==> src/rtl/hub_pin_defs.svh <==
// Purpose: constants for the shared suspend / strap / power-sense pin block
// Assumes: 20 MHz system clock
// Notes:   definitions only
`ifndef HUB_PIN_DEFS_SVH
`define HUB_PIN_DEFS_SVH

// ---------------------------------------------------------------------------
// fixed-port strap codes
// ---------------------------------------------------------------------------
`define FIXED_CODE_NONE     2'h0
`define FIXED_CODE_PORT1    2'h1
`define FIXED_CODE_PORT12   2'h2
`define FIXED_CODE_RSVD     2'h3
`define FIXED_CODE_RST      2'h0

// ---------------------------------------------------------------------------
// register offsets and fields
// ---------------------------------------------------------------------------
`define REG_CTRL            4'h0
`define REG_STATUS          4'h1
`define CTRL_ACTIVE_BIT     0
`define CTRL_CONFIGURED_BIT 1
`define CTRL_DYNAMIC_BIT    2
`define CTRL_ATTACH_BIT     3
`define CTRL_RST            8'h00

// ---------------------------------------------------------------------------
// timing: clock period and the reset pulse the system must give
// ---------------------------------------------------------------------------
`define CLK_PERIOD_NS       50
`define RESET_MIN_NS        1000
`define RESET_MIN_CYCLES    ((`RESET_MIN_NS + `CLK_PERIOD_NS - 1) / `CLK_PERIOD_NS)

`endif

==> src/rtl/hub_pin_pkg.sv <==
// Purpose: types for the shared pin block
// Assumes: nothing
// Notes:   numbers live in hub_pin_defs.svh
package hub_pin_pkg;
   typedef enum logic [1:0] {
      PHASE_RESET,
      PHASE_SAMPLE,
      PHASE_RUN
   } phase_t;

   typedef enum logic [1:0] {
      MODE_STRAP,
      MODE_SERIAL
   } cfg_mode_t;
endpackage

==> src/rtl/hub_pin_if.sv <==
// Purpose: carrier between the top module and the strap sampler
// Assumes: one clock
// Notes:   sampler owns latched values
`timescale 1ns/100ps
`default_nettype none
interface hub_pin_if;
   logic       sample;
   logic       strap_lo;
   logic       strap_hi;
   logic       cfg_sel;
   logic       power_sense;
   logic       attached;
   logic [1:0] fixed_port_code;
   logic       serial_cfg;
   logic       self_power;
   logic       valid;

   modport top
   (
      output sample,
      output strap_lo,
      output strap_hi,
      output cfg_sel,
      output power_sense,
      output attached,
      input  fixed_port_code,
      input  serial_cfg,
      input  self_power,
      input  valid
   );

   modport sampler
   (
      input  sample,
      input  strap_lo,
      input  strap_hi,
      input  cfg_sel,
      input  power_sense,
      input  attached,
      output fixed_port_code,
      output serial_cfg,
      output self_power,
      output valid
   );
endinterface
`default_nettype wire

==> src/rtl/hub_strap_sampler.sv <==
// Purpose: catches strap and power-sense levels once after reset release
// Assumes: i_sample is a one-cycle pulse in the second cycle after release
// Notes:   in serial mode power sense keeps tracking until attach, then freezes; in strap mode it is taken once
`timescale 1ns/100ps
`default_nettype none
module hub_strap_sampler
   import hub_pin_pkg::*;
(
   input  wire logic i_clk,
   input  wire logic i_rst,
   hub_pin_if.sampler bus
);
`include "hub_pin_defs.svh"

   typedef struct packed {
      logic [1:0] code;
      logic       serial;
      logic       self_pwr;
      logic       valid;
   } samp_state_t;

   samp_state_t state;
   samp_state_t next_state;

   always_comb
   begin
      next_state = state;
      if (bus.sample)
      begin
         next_state.code   = {bus.strap_hi, bus.strap_lo};
         next_state.serial = bus.cfg_sel;
         next_state.valid  = 1'b1;
         next_state.self_pwr = bus.power_sense;
      end
      else if (state.valid && state.serial && !bus.attached)
      begin
         // before attach the level may still be re-read; frozen after
         next_state.self_pwr = bus.power_sense;
      end
   end

   always_ff @(posedge i_clk or posedge i_rst)
   begin
      if (i_rst)
      begin
         state <= '{code: `FIXED_CODE_RST, serial: 1'b0, self_pwr: 1'b0, valid: 1'b0};
      end
      else
      begin
         state <= next_state;
      end
   end

   assign bus.fixed_port_code = state.code;
   assign bus.serial_cfg      = state.serial;
   assign bus.self_power      = state.self_pwr;
   assign bus.valid           = state.valid;
endmodule
`default_nettype wire

==> src/rtl/hub_pin_mux.sv <==
// What this block does
// - at reset release sample two straps as fixed-port code; 11 reserved
// - suspend indicator high only while configured and active
// - strap mode: pin is strap low bit in reset, suspend output after
// - pin is power sense input only in serial-configured mode
// - dynamic switching: sense low reports bus power, high self power
// - sense sampled at reset, in serial mode re-read until attach bit is set, then frozen
// - configuration select latched at reset release picks strap or serial mode
//
// Purpose: shared suspend / strap / power-sense pin and its reset sampling
// Assumes: registers over a plain strobe port, read data one cycle later
// Notes:   pin is three signals; enable low means driving
//
// Decided for this implementation: strobed register access and the placing of the registers.
`timescale 1ns/100ps
`default_nettype none
module hub_pin_mux
   import hub_pin_pkg::*;
(
   input  wire logic       I_CLK_SYS,
   input  wire logic       I_RST,
   input  wire logic       I_PIN_IN,
   output logic            O_PIN_OUT,
   output logic            O_PIN_OE_N,
   input  wire logic       I_STRAP_HI,
   input  wire logic       I_CFG_SEL,
   input  wire logic [3:0] I_ADDR,
   input  wire logic [7:0] I_WDATA,
   input  wire logic       I_WR,
   input  wire logic       I_RD,
   output logic [7:0]      O_RDATA,
   output logic [1:0]      O_FIXED_PORT_CODE,
   output logic            O_FIXED_CODE_RSVD,
   output logic            O_SELF_POWERED,
   output logic            O_SERIAL_CFG
);
`include "hub_pin_defs.svh"

// ---------------------------------------------------------------------------
// state
// ---------------------------------------------------------------------------
   typedef struct packed {
      phase_t     phase;
      logic [7:0] ctrl;
      logic [7:0] rdata;
      logic       pin_out;
      logic       pin_oe_n;
      logic [1:0] code;
      logic       rsvd;
      logic       self_pwr;
      logic       serial;
   } top_state_t;

   top_state_t state;
   top_state_t next_state;
   hub_pin_if  pins();

   logic configured;
   logic active;
   logic dynamic_en;
   logic attached;

   assign configured = state.ctrl[`CTRL_CONFIGURED_BIT];
   assign active     = state.ctrl[`CTRL_ACTIVE_BIT];
   assign dynamic_en = state.ctrl[`CTRL_DYNAMIC_BIT];
   assign attached   = state.ctrl[`CTRL_ATTACH_BIT];

// ---------------------------------------------------------------------------
// reset sampling
// ---------------------------------------------------------------------------
   assign pins.sample      = (state.phase == PHASE_SAMPLE);
   assign pins.strap_lo    = I_PIN_IN;
   assign pins.strap_hi    = I_STRAP_HI;
   assign pins.cfg_sel     = I_CFG_SEL;
   assign pins.power_sense = I_PIN_IN;
   assign pins.attached    = attached;

   hub_strap_sampler u_sampler
   (
      .i_clk (I_CLK_SYS),
      .i_rst (I_RST),
      .bus   (pins.sampler)
   );

// ---------------------------------------------------------------------------
// next state
// ---------------------------------------------------------------------------
   always_comb
   begin
      next_state       = state;
      next_state.rdata = 8'h00;
      unique case (state.phase)
         PHASE_RESET:
         begin
            // pin stays an input so the strap resistor sets the level
            next_state.phase = PHASE_SAMPLE;
         end
         PHASE_SAMPLE:
         begin
            next_state.phase = PHASE_RUN;
         end
         PHASE_RUN:
         begin
            next_state.phase = PHASE_RUN;
         end
      endcase

      if (pins.valid)
      begin
         next_state.code   = pins.fixed_port_code;
         next_state.rsvd   = (pins.fixed_port_code == `FIXED_CODE_RSVD);
         next_state.serial = pins.serial_cfg;
         // bus power when sense low, self power when high
         next_state.self_pwr = pins.serial_cfg && dynamic_en && pins.self_power;
      end

      if (pins.valid && !pins.serial_cfg)
      begin
         next_state.pin_oe_n = 1'b0;
         next_state.pin_out  = configured && active;
      end
      else
      begin
         // serial mode: pin is the power sense input, never driven
         next_state.pin_oe_n = 1'b1;
         next_state.pin_out  = 1'b0;
      end

      if (I_WR && I_ADDR == `REG_CTRL)
      begin
         next_state.ctrl = I_WDATA;
         // attach is one-way until reset
         next_state.ctrl[`CTRL_ATTACH_BIT] = I_WDATA[`CTRL_ATTACH_BIT] | attached;
      end

      if (I_RD)
      begin
         unique case (I_ADDR)
            `REG_CTRL:   next_state.rdata = state.ctrl;
            `REG_STATUS: next_state.rdata = {3'h0, state.serial, state.self_pwr,
                                             state.rsvd, state.code};
            default:     next_state.rdata = 8'h00;
         endcase
      end
   end

// ---------------------------------------------------------------------------
// registers
// ---------------------------------------------------------------------------
   always_ff @(posedge I_CLK_SYS or posedge I_RST)
   begin
      if (I_RST)
      begin
         state <= '{phase: PHASE_RESET, ctrl: `CTRL_RST, rdata: 8'h00, pin_out: 1'b0,
                    pin_oe_n: 1'b1, code: `FIXED_CODE_RST, rsvd: 1'b0, self_pwr: 1'b0,
                    serial: 1'b0};
      end
      else
      begin
         state <= next_state;
      end
   end

   assign O_PIN_OUT         = state.pin_out;
   assign O_PIN_OE_N        = state.pin_oe_n;
   assign O_RDATA           = state.rdata;
   assign O_FIXED_PORT_CODE = state.code;
   assign O_FIXED_CODE_RSVD = state.rsvd;
   assign O_SELF_POWERED    = state.self_pwr;
   assign O_SERIAL_CFG      = state.serial;
endmodule
`default_nettype wire

==> config.mk <==
export PLATFORM = sky130hd
export DESIGN_NAME = hub_pin_mux
export DESIGN_NICKNAME = d
export VERILOG_FILES = /design/src/rtl/hub_pin_pkg.sv /design/src/rtl/hub_pin_if.sv /design/src/rtl/hub_strap_sampler.sv /design/src/rtl/hub_pin_mux.sv
export VERILOG_INCLUDE_DIRS = /design/src /design/src/rtl
export SDC_FILE = /design/constraint.sdc
export NUM_CORES = 1
export LEC_CHECK = 0
export BUFFER_PORTS_ARGS = -buffer_cell sky130_fd_sc_hd__buf_4
export CORE_ASPECT_RATIO = 0.5
export CORE_UTILIZATION = 45
export DETAILED_ROUTE_END_ITERATION = 7
export HOLD_SLACK_MARGIN = 0.05
export PLACE_DENSITY = 0.72
export SYNTH_ARGS = -nofsm -noshare
export SYNTH_HDL_FRONTEND = slang
export SYNTH_HIERARCHICAL = 1
export SYNTH_SLANG_ARGS = --single-unit
==> constraint.sdc <==
create_clock -name I_CLK_SYS -period 1 [get_ports I_CLK_SYS]
set_input_delay 0 -clock I_CLK_SYS [delete_from_list [all_inputs] [get_ports I_CLK_SYS]]
set_output_delay 0 -clock I_CLK_SYS [all_outputs]
set_load 0.005 [all_outputs]
======== Yosys cells after proc, flatten, opt, wreduce, memory -nomap -nowiden ========
Index checks and enable logic that the tools add are counted.
word-level totals
  register bits ........................... 30
  bits of input ports ..................... 19
  output and inout port bits .............. 15
  word-level logic and storage cells ...... 37
cells by class
  equal/unequal tests ..................... 4
  mux-type cells .......................... 6
  bitwise gates (word level) .............. 1
  reduce and logical (&&, ||, !) cells .... 13
operators with widths
  operator                                                          number
  8-bit one-hot mux with 2 select lines                             1
  8-bit two-way mux                                                 1
  1-bit logical AND                                                 7
  2-bit == test (second input constant)                             2
  4-bit by 1-bit == test with 1-bit output (second input constant)  1
  4-bit zero test                                                   1
  2-bit one-hot mux with 2 select lines                             1
  2-bit by 1-bit == test with 1-bit output (second input constant)  1
  1-bit zero test                                                   2
  2-bit zero test                                                   1
  1-bit two-way mux                                                 2
  2-bit two-way mux                                                 1
  2-bit nonzero test                                                1
  2-bit OR reduction                                                1
  1-bit OR                                                          1

======== Depth between registers and ports, before layout ========
Gate-level depths: netlist of the first run.
  depth in word-level cells ............... 4
  mapped depth ............................ 4
  mapped depth without buffers ............ 4

======== Modules after synthesis ========
The synthesis of the first run kept the hierarchy.
modules (own cells, without submodules)
  module             instances  cells an instance  area an instance (µm²)  seq. area each (µm²)
  hub_pin_mux        1          80                 1027.2                  626.9
  hub_strap_sampler  1          15                 210.2                   125.1

======== Worst setup path before layout of the first run ========
Ideal clock, no wire load.
  kind .................................... reg2reg
  start ................................... register state[24] (netlist name)
  end ..................................... register u_sampler.state (netlist bit u_sampler/bus.fixed_port_code[0])
  library setup time ...................... 125 ps
  data arrival time ....................... 963 ps
  required time ........................... 875 ps
  slack ................................... -88 ps
  stages on the path, launching flop included .. 4
  path buffers ............................ 0
  clock period less this slack ............ 1088 ps
  cell sequence ........................... dfrtp_1 inv_1 ha_1 mux2_2
on the way
  word-level cells in the longest chain between the ends .. 1
RTL lines
  what                                      line                     source
  from (decl)                               hub_pin_mux.sv:54        top_state_t state;
  from (signal assigned)                    hub_pin_mux.sv:154       state <= '{phase: PHASE_RESET, ctrl: `CTRL_RST, rdata: 8'h00, pin_out: 1'b0,
  from (signal assigned)                    hub_pin_mux.sv:160       state <= next_state;
  2-bit by 1-bit == test with 1-bit output  hub_pin_mux.sv:71        assign pins.sample = (state.phase == PHASE_SAMPLE);
  net pins.sample                           hub_pin_if.sv:7          logic sample;
  to (signal assigned)                      hub_strap_sampler.sv:46  state <= '{code: `FIXED_CODE_RST, serial: 1'b0, self_pwr: 1'b0, valid: 1'b0};
  to (signal assigned)                      hub_strap_sampler.sv:50  state <= next_state;
  to (decl)                                 hub_strap_sampler.sv:22  samp_state_t state;
The timed path passes the listed nets, and every way through them passes these cells.
A chain may end at the register's enable or synchronous reset.

======== Worst setup path after layout of the first run ========
  start ................................... register state[24] (netlist name)
  end ..................................... register u_sampler.state (netlist bit u_sampler/bus.serial_cfg)
Same word-level chain as after synthesis.

==> results.md, run 1 <==
- DRT iter0 DRCs: 39
- Clk_skew: 0.00312 ns
- CTS HTree Levels: 2
- Count leader, synth: dfrtp_1
- Startpoint Class: flip-flop
- #FFs+latches synth: 30
- Failing checks: DRC, setup timing
- Setup violators final: 4
- Kind of end point of the critical path: flip-flop
- Dominant synthesized flop cell: dfrtp_1
- Routed len/inst: 12.8 um
- Pleak: 0.863 nW
- Crit Path Max Fanout: 6
- Final Wtd Congestion: ~0.73
- Seq/Total Area, Yosys: between 60% and 70%
- Gr ovfl total: 0
- Synth top area share: 58.6%
- CTS root buf: clkbuf_8
- Least-Margin Pin Slew: approximately 0.21 ns
- Synth top area cells: dfrtp_1 (59%), mux2_2 (12%), buf_4 (6.1%)
- Max-cap violations: 0
- Setup ws final: -0.0226 ns
- Initial Util: 47.5%
- Min Tclk post-route: 1.02 ns
- ANT cells: 0
- Synth async-reset ratio: 100%
- Share of cells above drive strength 1: 47.9%
- Row count: 13
- Num CTS Buffers: 5
- Worst hold path type: in -> async
- Max Freq: 978 MHz
- Hold_ws: 0.177 ns
- Final Instance Area: 0.00175 mm^2
- CTS Buffer Depth: 2
- Core Region: between 0.002 and 0.003 mm^2
- Distinct cells, synth: 25
- Reg power frac: 48.9%
- Syn Std Cell Area: 0.00124 mm^2
- Initial antenna violation count: 0
- Slew HR: between 80% and 90%
- Clock Latency Late Sink: about 0.27 ns
- Post-DRT Antenna Nets: 0
- Internal power: ~2.3 mW
- Tcrit/Tclk final: 102%
- Die Area: 0.00298 mm^2
- Post-Synthesis Cells: 95
- Die width: 76.2 um
- Vias/cell: 4.58
- # port buffers: 33
- DP Area: approximately 0.0015 mm^2
- Clock transition at path regs: 0.06 ns
- Largest net degree at the start of global routing: 14
- Slew Viols, Final: 0
- Internal reg-to-reg setup slack: -0.02 ns
- Layout area overhead: 41.5%
- Commonest cells in the netlist: dfrtp_1 (29), mux2_2 (13), buf_4 (10), inv_1 (8), nor2_1 (6)
- Power Total: between 2 and 3 mW
- RSZ-0062 raised after global routing: yes
- CP arrival: 1.18 ns
- Area leader, netlist: dfrtp_1
- Vias in the first global route: about 730
- Remaining DRCs: 2
- Final #Nets: 161
- EDFF count, synth: 0
- Critical path class: reg -> reg
- Worst VDD drop: between 1 and 1.5 mV
- CTS tree: done
- Post-Syn Nets: 115
- CP required: 1.16 ns
- Top Ports: 34
- Final Hold Fails: 0
- Detailed Routing Iterations Pass 1: 6
- Setup TNS: -0.0629 ns
- Die Height: 39.1 um
- Clock power frac: 39.0%
- Routed WL: 2290 um
- Status: finished with violations
- Sw Ratio: 21.6%
- Via Count: a little over 800
- Synthesized area per cell: 13.0 um^2
- All-Layer GR Usage: around 17%
- Net switching power: 0.620 mW
- Finished Layout Cells: 179
- First-pass GRT wire length: 3510 um
- Comb pwr share: 12.1%
- Clk sinks: 30
- Yosys warning total: 6
- Power Density: approximately 1600 mW/mm^2
- DP Cell Count: roughly 160
- Depth of the most critical reg-to-reg path: 3
placed cells by master (no fill, tap or decap):
master / netlist / final
nor3_1: 1 / 1
nand3_1: 1 / 1
o21ai_0: 2 / 2
dfstp_2: 1 / 1
o21bai_1: 1 / 1
buf_4: 10 / 40
nand4b_1: 1 / 1
and2_1: 3 / 3
nand2b_1: 1 / 1
dfrtp_1: 29 / 28
o311ai_2: 1 / 1
inv_2: 0 / 1
ha_4: 0 / 1
nand3b_1: 1 / 1
nor2_4: 1 / 1
and3b_1: 1 / 1
mux2_4: 0 / 3
nand4_1: 1 / 1
nor2_1: 6 / 6
mux2_2: 13 / 10
or4b_1: 1 / 1
inv_1: 8 / 7
or2_2: 1 / 1
dlygate4sd3_1: 0 / 12
nand2_1: 2 / 2
mux2i_1: 5 / 5
clkbuf_8: 0 / 8
dfrtp_2: 0 / 1
logic make-up after synthesis:
| logic type | Yosys count | synth area share [%] |
|---|---|---|
| and+or+nand+nor | 21 | 10.0 |
| buffers and inverters | 21 | 9.61 |
| muxes | 18 | 15.9 |
| AOI/OAI and AO/OA | 4 | 2.73 |
| adders and majority gates | 1 | 1.01 |
| DFF | 30 | 60.8 |
worst max-delay path: stages (launching register included):
cell	delay, ns
dfrtp_1	0.37
inv_2	0.06
ha_4	0.18
mux2_4	0.30
layout make-up:
class | count | area [um^2]
Timing Repair Buffer | 52 | 420
Tap cell | 37 | 46.3
Clock buffer | 8 | 110
Inverter | 8 | 30.0
Sequential cell | 30 | 753
Fill cell | 202 | 852
Multi-Input combinational cell | 44 | 390
state kept, by name, indices dropped and copies added, names as in the netlist:
name                           flops
O_PIN_OUT                          1
O_SERIAL_CFG                       1
O_RDATA                            8
state                              6
O_FIXED_CODE_RSVD                  1
u_sampler/bus.valid                1
O_SELF_POWERED                     1
u_sampler/bus.self_power           1
O_PIN_OE_N                         1
active                             1
attached                           1
u_sampler/bus.serial_cfg           1
O_FIXED_PORT_CODE                  2
u_sampler/bus.fixed_port_code      2
configured                         1
dynamic_en                         1
power by group through the flow:
stage | clock (mW) | sequential [mW] | combinational [mW]
final | 1.12 | 1.40 | 0.347
after global placement | 0 | 1.42 | 0.299
after CTS | 1.14 | 1.40 | 0.351
after global routing | 1.21 | 1.42 | 0.381
after detailed placement | 0 | 1.43 | 0.309
after floorplan | 0 | 1.40 | 0.190
through the flow:
stage	util, %	worst slack (ns)
detailed placement	57.9	-0.0445
global route	67.3	-0.0496
CTS	67.2	-0.0384
floorplan	-	-0.0108
finish	67.3	-0.0226
global placement	57.9	-0.0398
layer usage:
layer	wire length, um	share of wire (%)	track usage, %
met1	1020	45	20.6
met2	1160	50	26.4
met3	90	3.9	8.24
met4	21	0.92	8.65
met5	0	0	0
repair_timing:
item,CTS,global route
gates resized for setup,3,1
hold endpoints to repair,41,0
hold buffers,12,0
endpoints found under the setup margin,3,5
pin swaps,0,2
buffers inserted,0,0
final timing paths:
kind	from	endpoint
setup reg to reg	state[24]$_DFF_PP0_	u_sampler/bus.serial_cfg$_DFFE_PP0P_
setup / recovery	state[24]$_DFF_PP0_	u_sampler/bus.serial_cfg$_DFFE_PP0P_
min in group I_CLK_SYS	I_ADDR[0]	O_RDATA[1]$_DFF_PP0_
max in group asynchronous	I_RST	O_PIN_OE_N$_DFF_PP1_
hold / removal	I_RST	state[23]$_DFF_PP0_
hold reg to reg	state[22]$_DFFE_PP0P_	O_RDATA[7]$_DFF_PP0_
Power figures use the tool's default switching activity.
==> run 2: changes to the inputs <==
--- a/config.mk
+++ b/config.mk
@@ -7,11 +7,14 @@
 export NUM_CORES = 1
 export LEC_CHECK = 0
 export BUFFER_PORTS_ARGS = -buffer_cell sky130_fd_sc_hd__buf_4
+export CELL_PAD_IN_SITES_DETAIL_PLACEMENT = 1
+export CELL_PAD_IN_SITES_GLOBAL_PLACEMENT = 1
 export CORE_ASPECT_RATIO = 0.5
-export CORE_UTILIZATION = 45
+export CORE_UTILIZATION = 36
 export DETAILED_ROUTE_END_ITERATION = 7
 export HOLD_SLACK_MARGIN = 0.05
-export PLACE_DENSITY = 0.72
+export PLACE_DENSITY = 0.73
+export REMOVE_ABC_BUFFERS = 1
 export SYNTH_ARGS = -nofsm -noshare
 export SYNTH_HDL_FRONTEND = slang
 export SYNTH_HIERARCHICAL = 1
==> results.md, run 2 (synthesis results as in run 1) <==
- Status: finished with violations (unchanged)
- Failing checks: DRC, setup timing (unchanged)
- CTS root buf: clkbuf_8 (unchanged)
- Hold_ws: 0.184 ns (was 0.177 ns)
- Clock Latency Late Sink: 0.26 ns (was 0.27 ns)
- CP Capture Point: u_sampler/bus.fixed_port_code[1]$_DFFE_PP0P_ (was u_sampler/bus.serial_cfg$_DFFE_PP0P_)
- Row count: 14 (was 13)
- CTS HTree Levels: 2 (unchanged)
- Largest register FFs: 8 (unchanged)
- Vias/cell: 4.63 (was 4.58)
- Final #Nets: 160 (was 161)
- First-pass GRT wire length: 4330 um (was 3510 um)
- # port buffers: 33 (unchanged)
- Tcrit/Tclk final: 103% (was 102%)
- Critical path class: reg -> reg (unchanged)
- Top Ports: 34 (unchanged)
- Power Density: 1540 mW/mm^2 (was 1640 mW/mm^2)
- Slew Viols, Final: 0 (unchanged)
- Routed len/inst: 13.9 um (was 12.8 um)
- ANT cells: 0 (unchanged)
- Worst hold path type: in -> reg (was in -> async)
- Setup ws final: -0.0283 ns (was -0.0226 ns)
- Least-Margin Pin Slew: 0.209 ns (was 0.210 ns)
- GRT met1 Usage: 20.4% (was 20.6%)
- Routed WL: 2510 um (was 2290 um)
- FF-to-FF End: u_sampler/bus.fixed_port_code[1]$_DFFE_PP0P_ (was u_sampler/bus.serial_cfg$_DFFE_PP0P_)
- Startpoint Class: flip-flop (unchanged)
- Slew HR: 86.1% (was 86.0%)
- Core Region: 0.00314 mm^2 (was 0.00260 mm^2)
- Initial Util: 39.5% (was 47.5%)
- CP Launch Point: state[24]$_DFF_PP0_ (unchanged)
- R2R Path Start: state[24]$_DFF_PP0_ (unchanged)
- Clk sinks: 30 (unchanged)
- Pleak: 0.839 nW (was 0.863 nW)
- Vias in the first global route: 860 (was 731)
- Gr ovfl total: 0 (unchanged)
- Die width: 84.9 um (was 76.2 um)
- RSZ-0062 raised after global routing: yes (unchanged)
- Internal reg-to-reg setup slack: -0.03 ns (was -0.02 ns)
- Clk_skew: 0.00251 ns (was 0.00312 ns)
- Post-DRT Antenna Nets: 0 (unchanged)
- Share of cells above drive strength 1: 45.7% (was 47.9%)
- Final Hold Fails: 0 (unchanged)
- DP Cell Count: 160 (was 159)
- Crit Path Max Fanout: 6 (unchanged)
- Max-cap violations: 0 (unchanged)
- Die Area: 0.00369 mm^2 (was 0.00298 mm^2)
- Die Height: 43.5 um (was 39.1 um)
- CP required: 1.15 ns (was 1.16 ns)
- Remaining DRCs: 3 (was 2)
- GRT busiest layer: met2 (unchanged)
- Via Count: 833 (was 819)
- Most used cells in the layout excluding fill and tap cells: buf_4 (39), dfrtp_1 (28), dlygate4sd3_1 (12), mux2_2 (10), inv_1 (7) (was buf_4 (40), dfrtp_1 (28), dlygate4sd3_1 (12), mux2_2 (10), clkbuf_8 (8))
- Detailed Routing Iterations Pass 1: 6 (unchanged)
- Num CTS Buffers: 5 (unchanged)
- Largest net degree at the start of global routing: 12 (was 14)
- Clock transition at path regs: 0.06 ns (about the same)
- DRT iter0 DRCs: 31 (was 39)
- Post-DP HPWL: 1810 um
- Max Freq: 973 MHz (was 978 MHz)
- CTS tree: done (unchanged)
- Depth of the most critical reg-to-reg path: 3 (unchanged)
- CTS Buffer Depth: 2 (unchanged)
- Leading cell type in the layout, fill and taps excluded: buf_4 (unchanged)
- Min Tclk post-route: 1.03 ns (was 1.02 ns)
- Worst VDD drop: 0.693 mV (was 1.01 mV)
- Global routing met2 resource utilization: 27.0% (was 26.4%)
- Initial antenna violation count: 0 (unchanged)
- Final Wtd Congestion: 0.703 (was 0.727)
- Layout area overhead: 38.4% (was 41.5%)
- Kind of end point of the critical path: flip-flop (unchanged)
- CP arrival: 1.18 ns (about the same)
- All-Layer GR Usage: 16.2% (was 17.1%)
- Global Route met3 Usage: 6.29% (was 8.24%)
- Finished Layout Cells: 180 (was 179)
- Fillcell total: 326 (was 202)
- Setup violators final: 4 (unchanged)
## run 2: power by group
part	internal [mW]	switching (mW)
Clock	0.478	0.392
Sequential	1.33	0.0771
Combinational	0.226	0.126
Total	2.04	0.595
## run 2: area by class of cell
class	count	area [um^2]	area share, %
Timing Repair Buffer	51	413	24.1
Tap cell	40	50.0	2.92
Clock buffer	7	76.3	4.46
Sequential cell	30	753	44.0
Inverter	8	30.0	1.75
Multi-Input combinational cell	44	390	22.8
## run 2: what timing repair did
action	4_1_cts	5_1_grt
setup buffers	0	1
hold endpoints to repair	42	0
pin swaps	0	1
hold buffers	12	0
resized for setup	7	0
endpoints found under the setup margin	8	5
## run 2: worst min-delay path by stage
stage	startpoint	end	slack, ns	depth (start not counted)
after floorplan	I_RST	u_sampler/bus.fixed_port_code[0]$_DFFE_PP0P_	-0.22	1
after global placement	I_RST	u_sampler/bus.valid$_DFFE_PP0P_	-0.08	2
after detailed placement	I_RST	u_sampler/bus.valid$_DFFE_PP0P_	-0.07	2
after CTS	I_WR	attached$_DFFE_PP0P_	0.18	4
after global routing	I_ADDR[0]	O_RDATA[3]$_DFF_PP0_	0.20	4
final	I_WR	attached$_DFFE_PP0P_	0.18	4
## run 2: metal layers
layer	part of all wire, %	wire [um]	vias to the layer above
met2	49	1240	20
met4	0	0	0
met1	46	1160	417
met3	4.6	115	0
met5	0	0	-
li1	-	-	396
## run 2: metrics by stage
stage / instance area, um^2 / TNS [ns] / total power, mW / util [%] / setup slack, ns
floorplan: 1150 / -0.286 / 1.57 / - / -0.0875
global placement: 1480 / -0.830 / 1.72 / 47.3 / -0.138
detailed placement: 1480 / -1.38 / 1.74 / 47.3 / -0.174
CTS: 1710 / -0.115 / 2.66 / 54.4 / -0.0361
global route: 1710 / -0.268 / 2.78 / 54.6 / -0.0762
finish: 1710 / -0.0939 / 2.63 / 54.6 / -0.0283
## run 2: worst max-delay path: stages (launching register included)
cell     delay (ns)
dfrtp_1        0.37
inv_2          0.06
ha_4           0.18
mux2_4         0.30
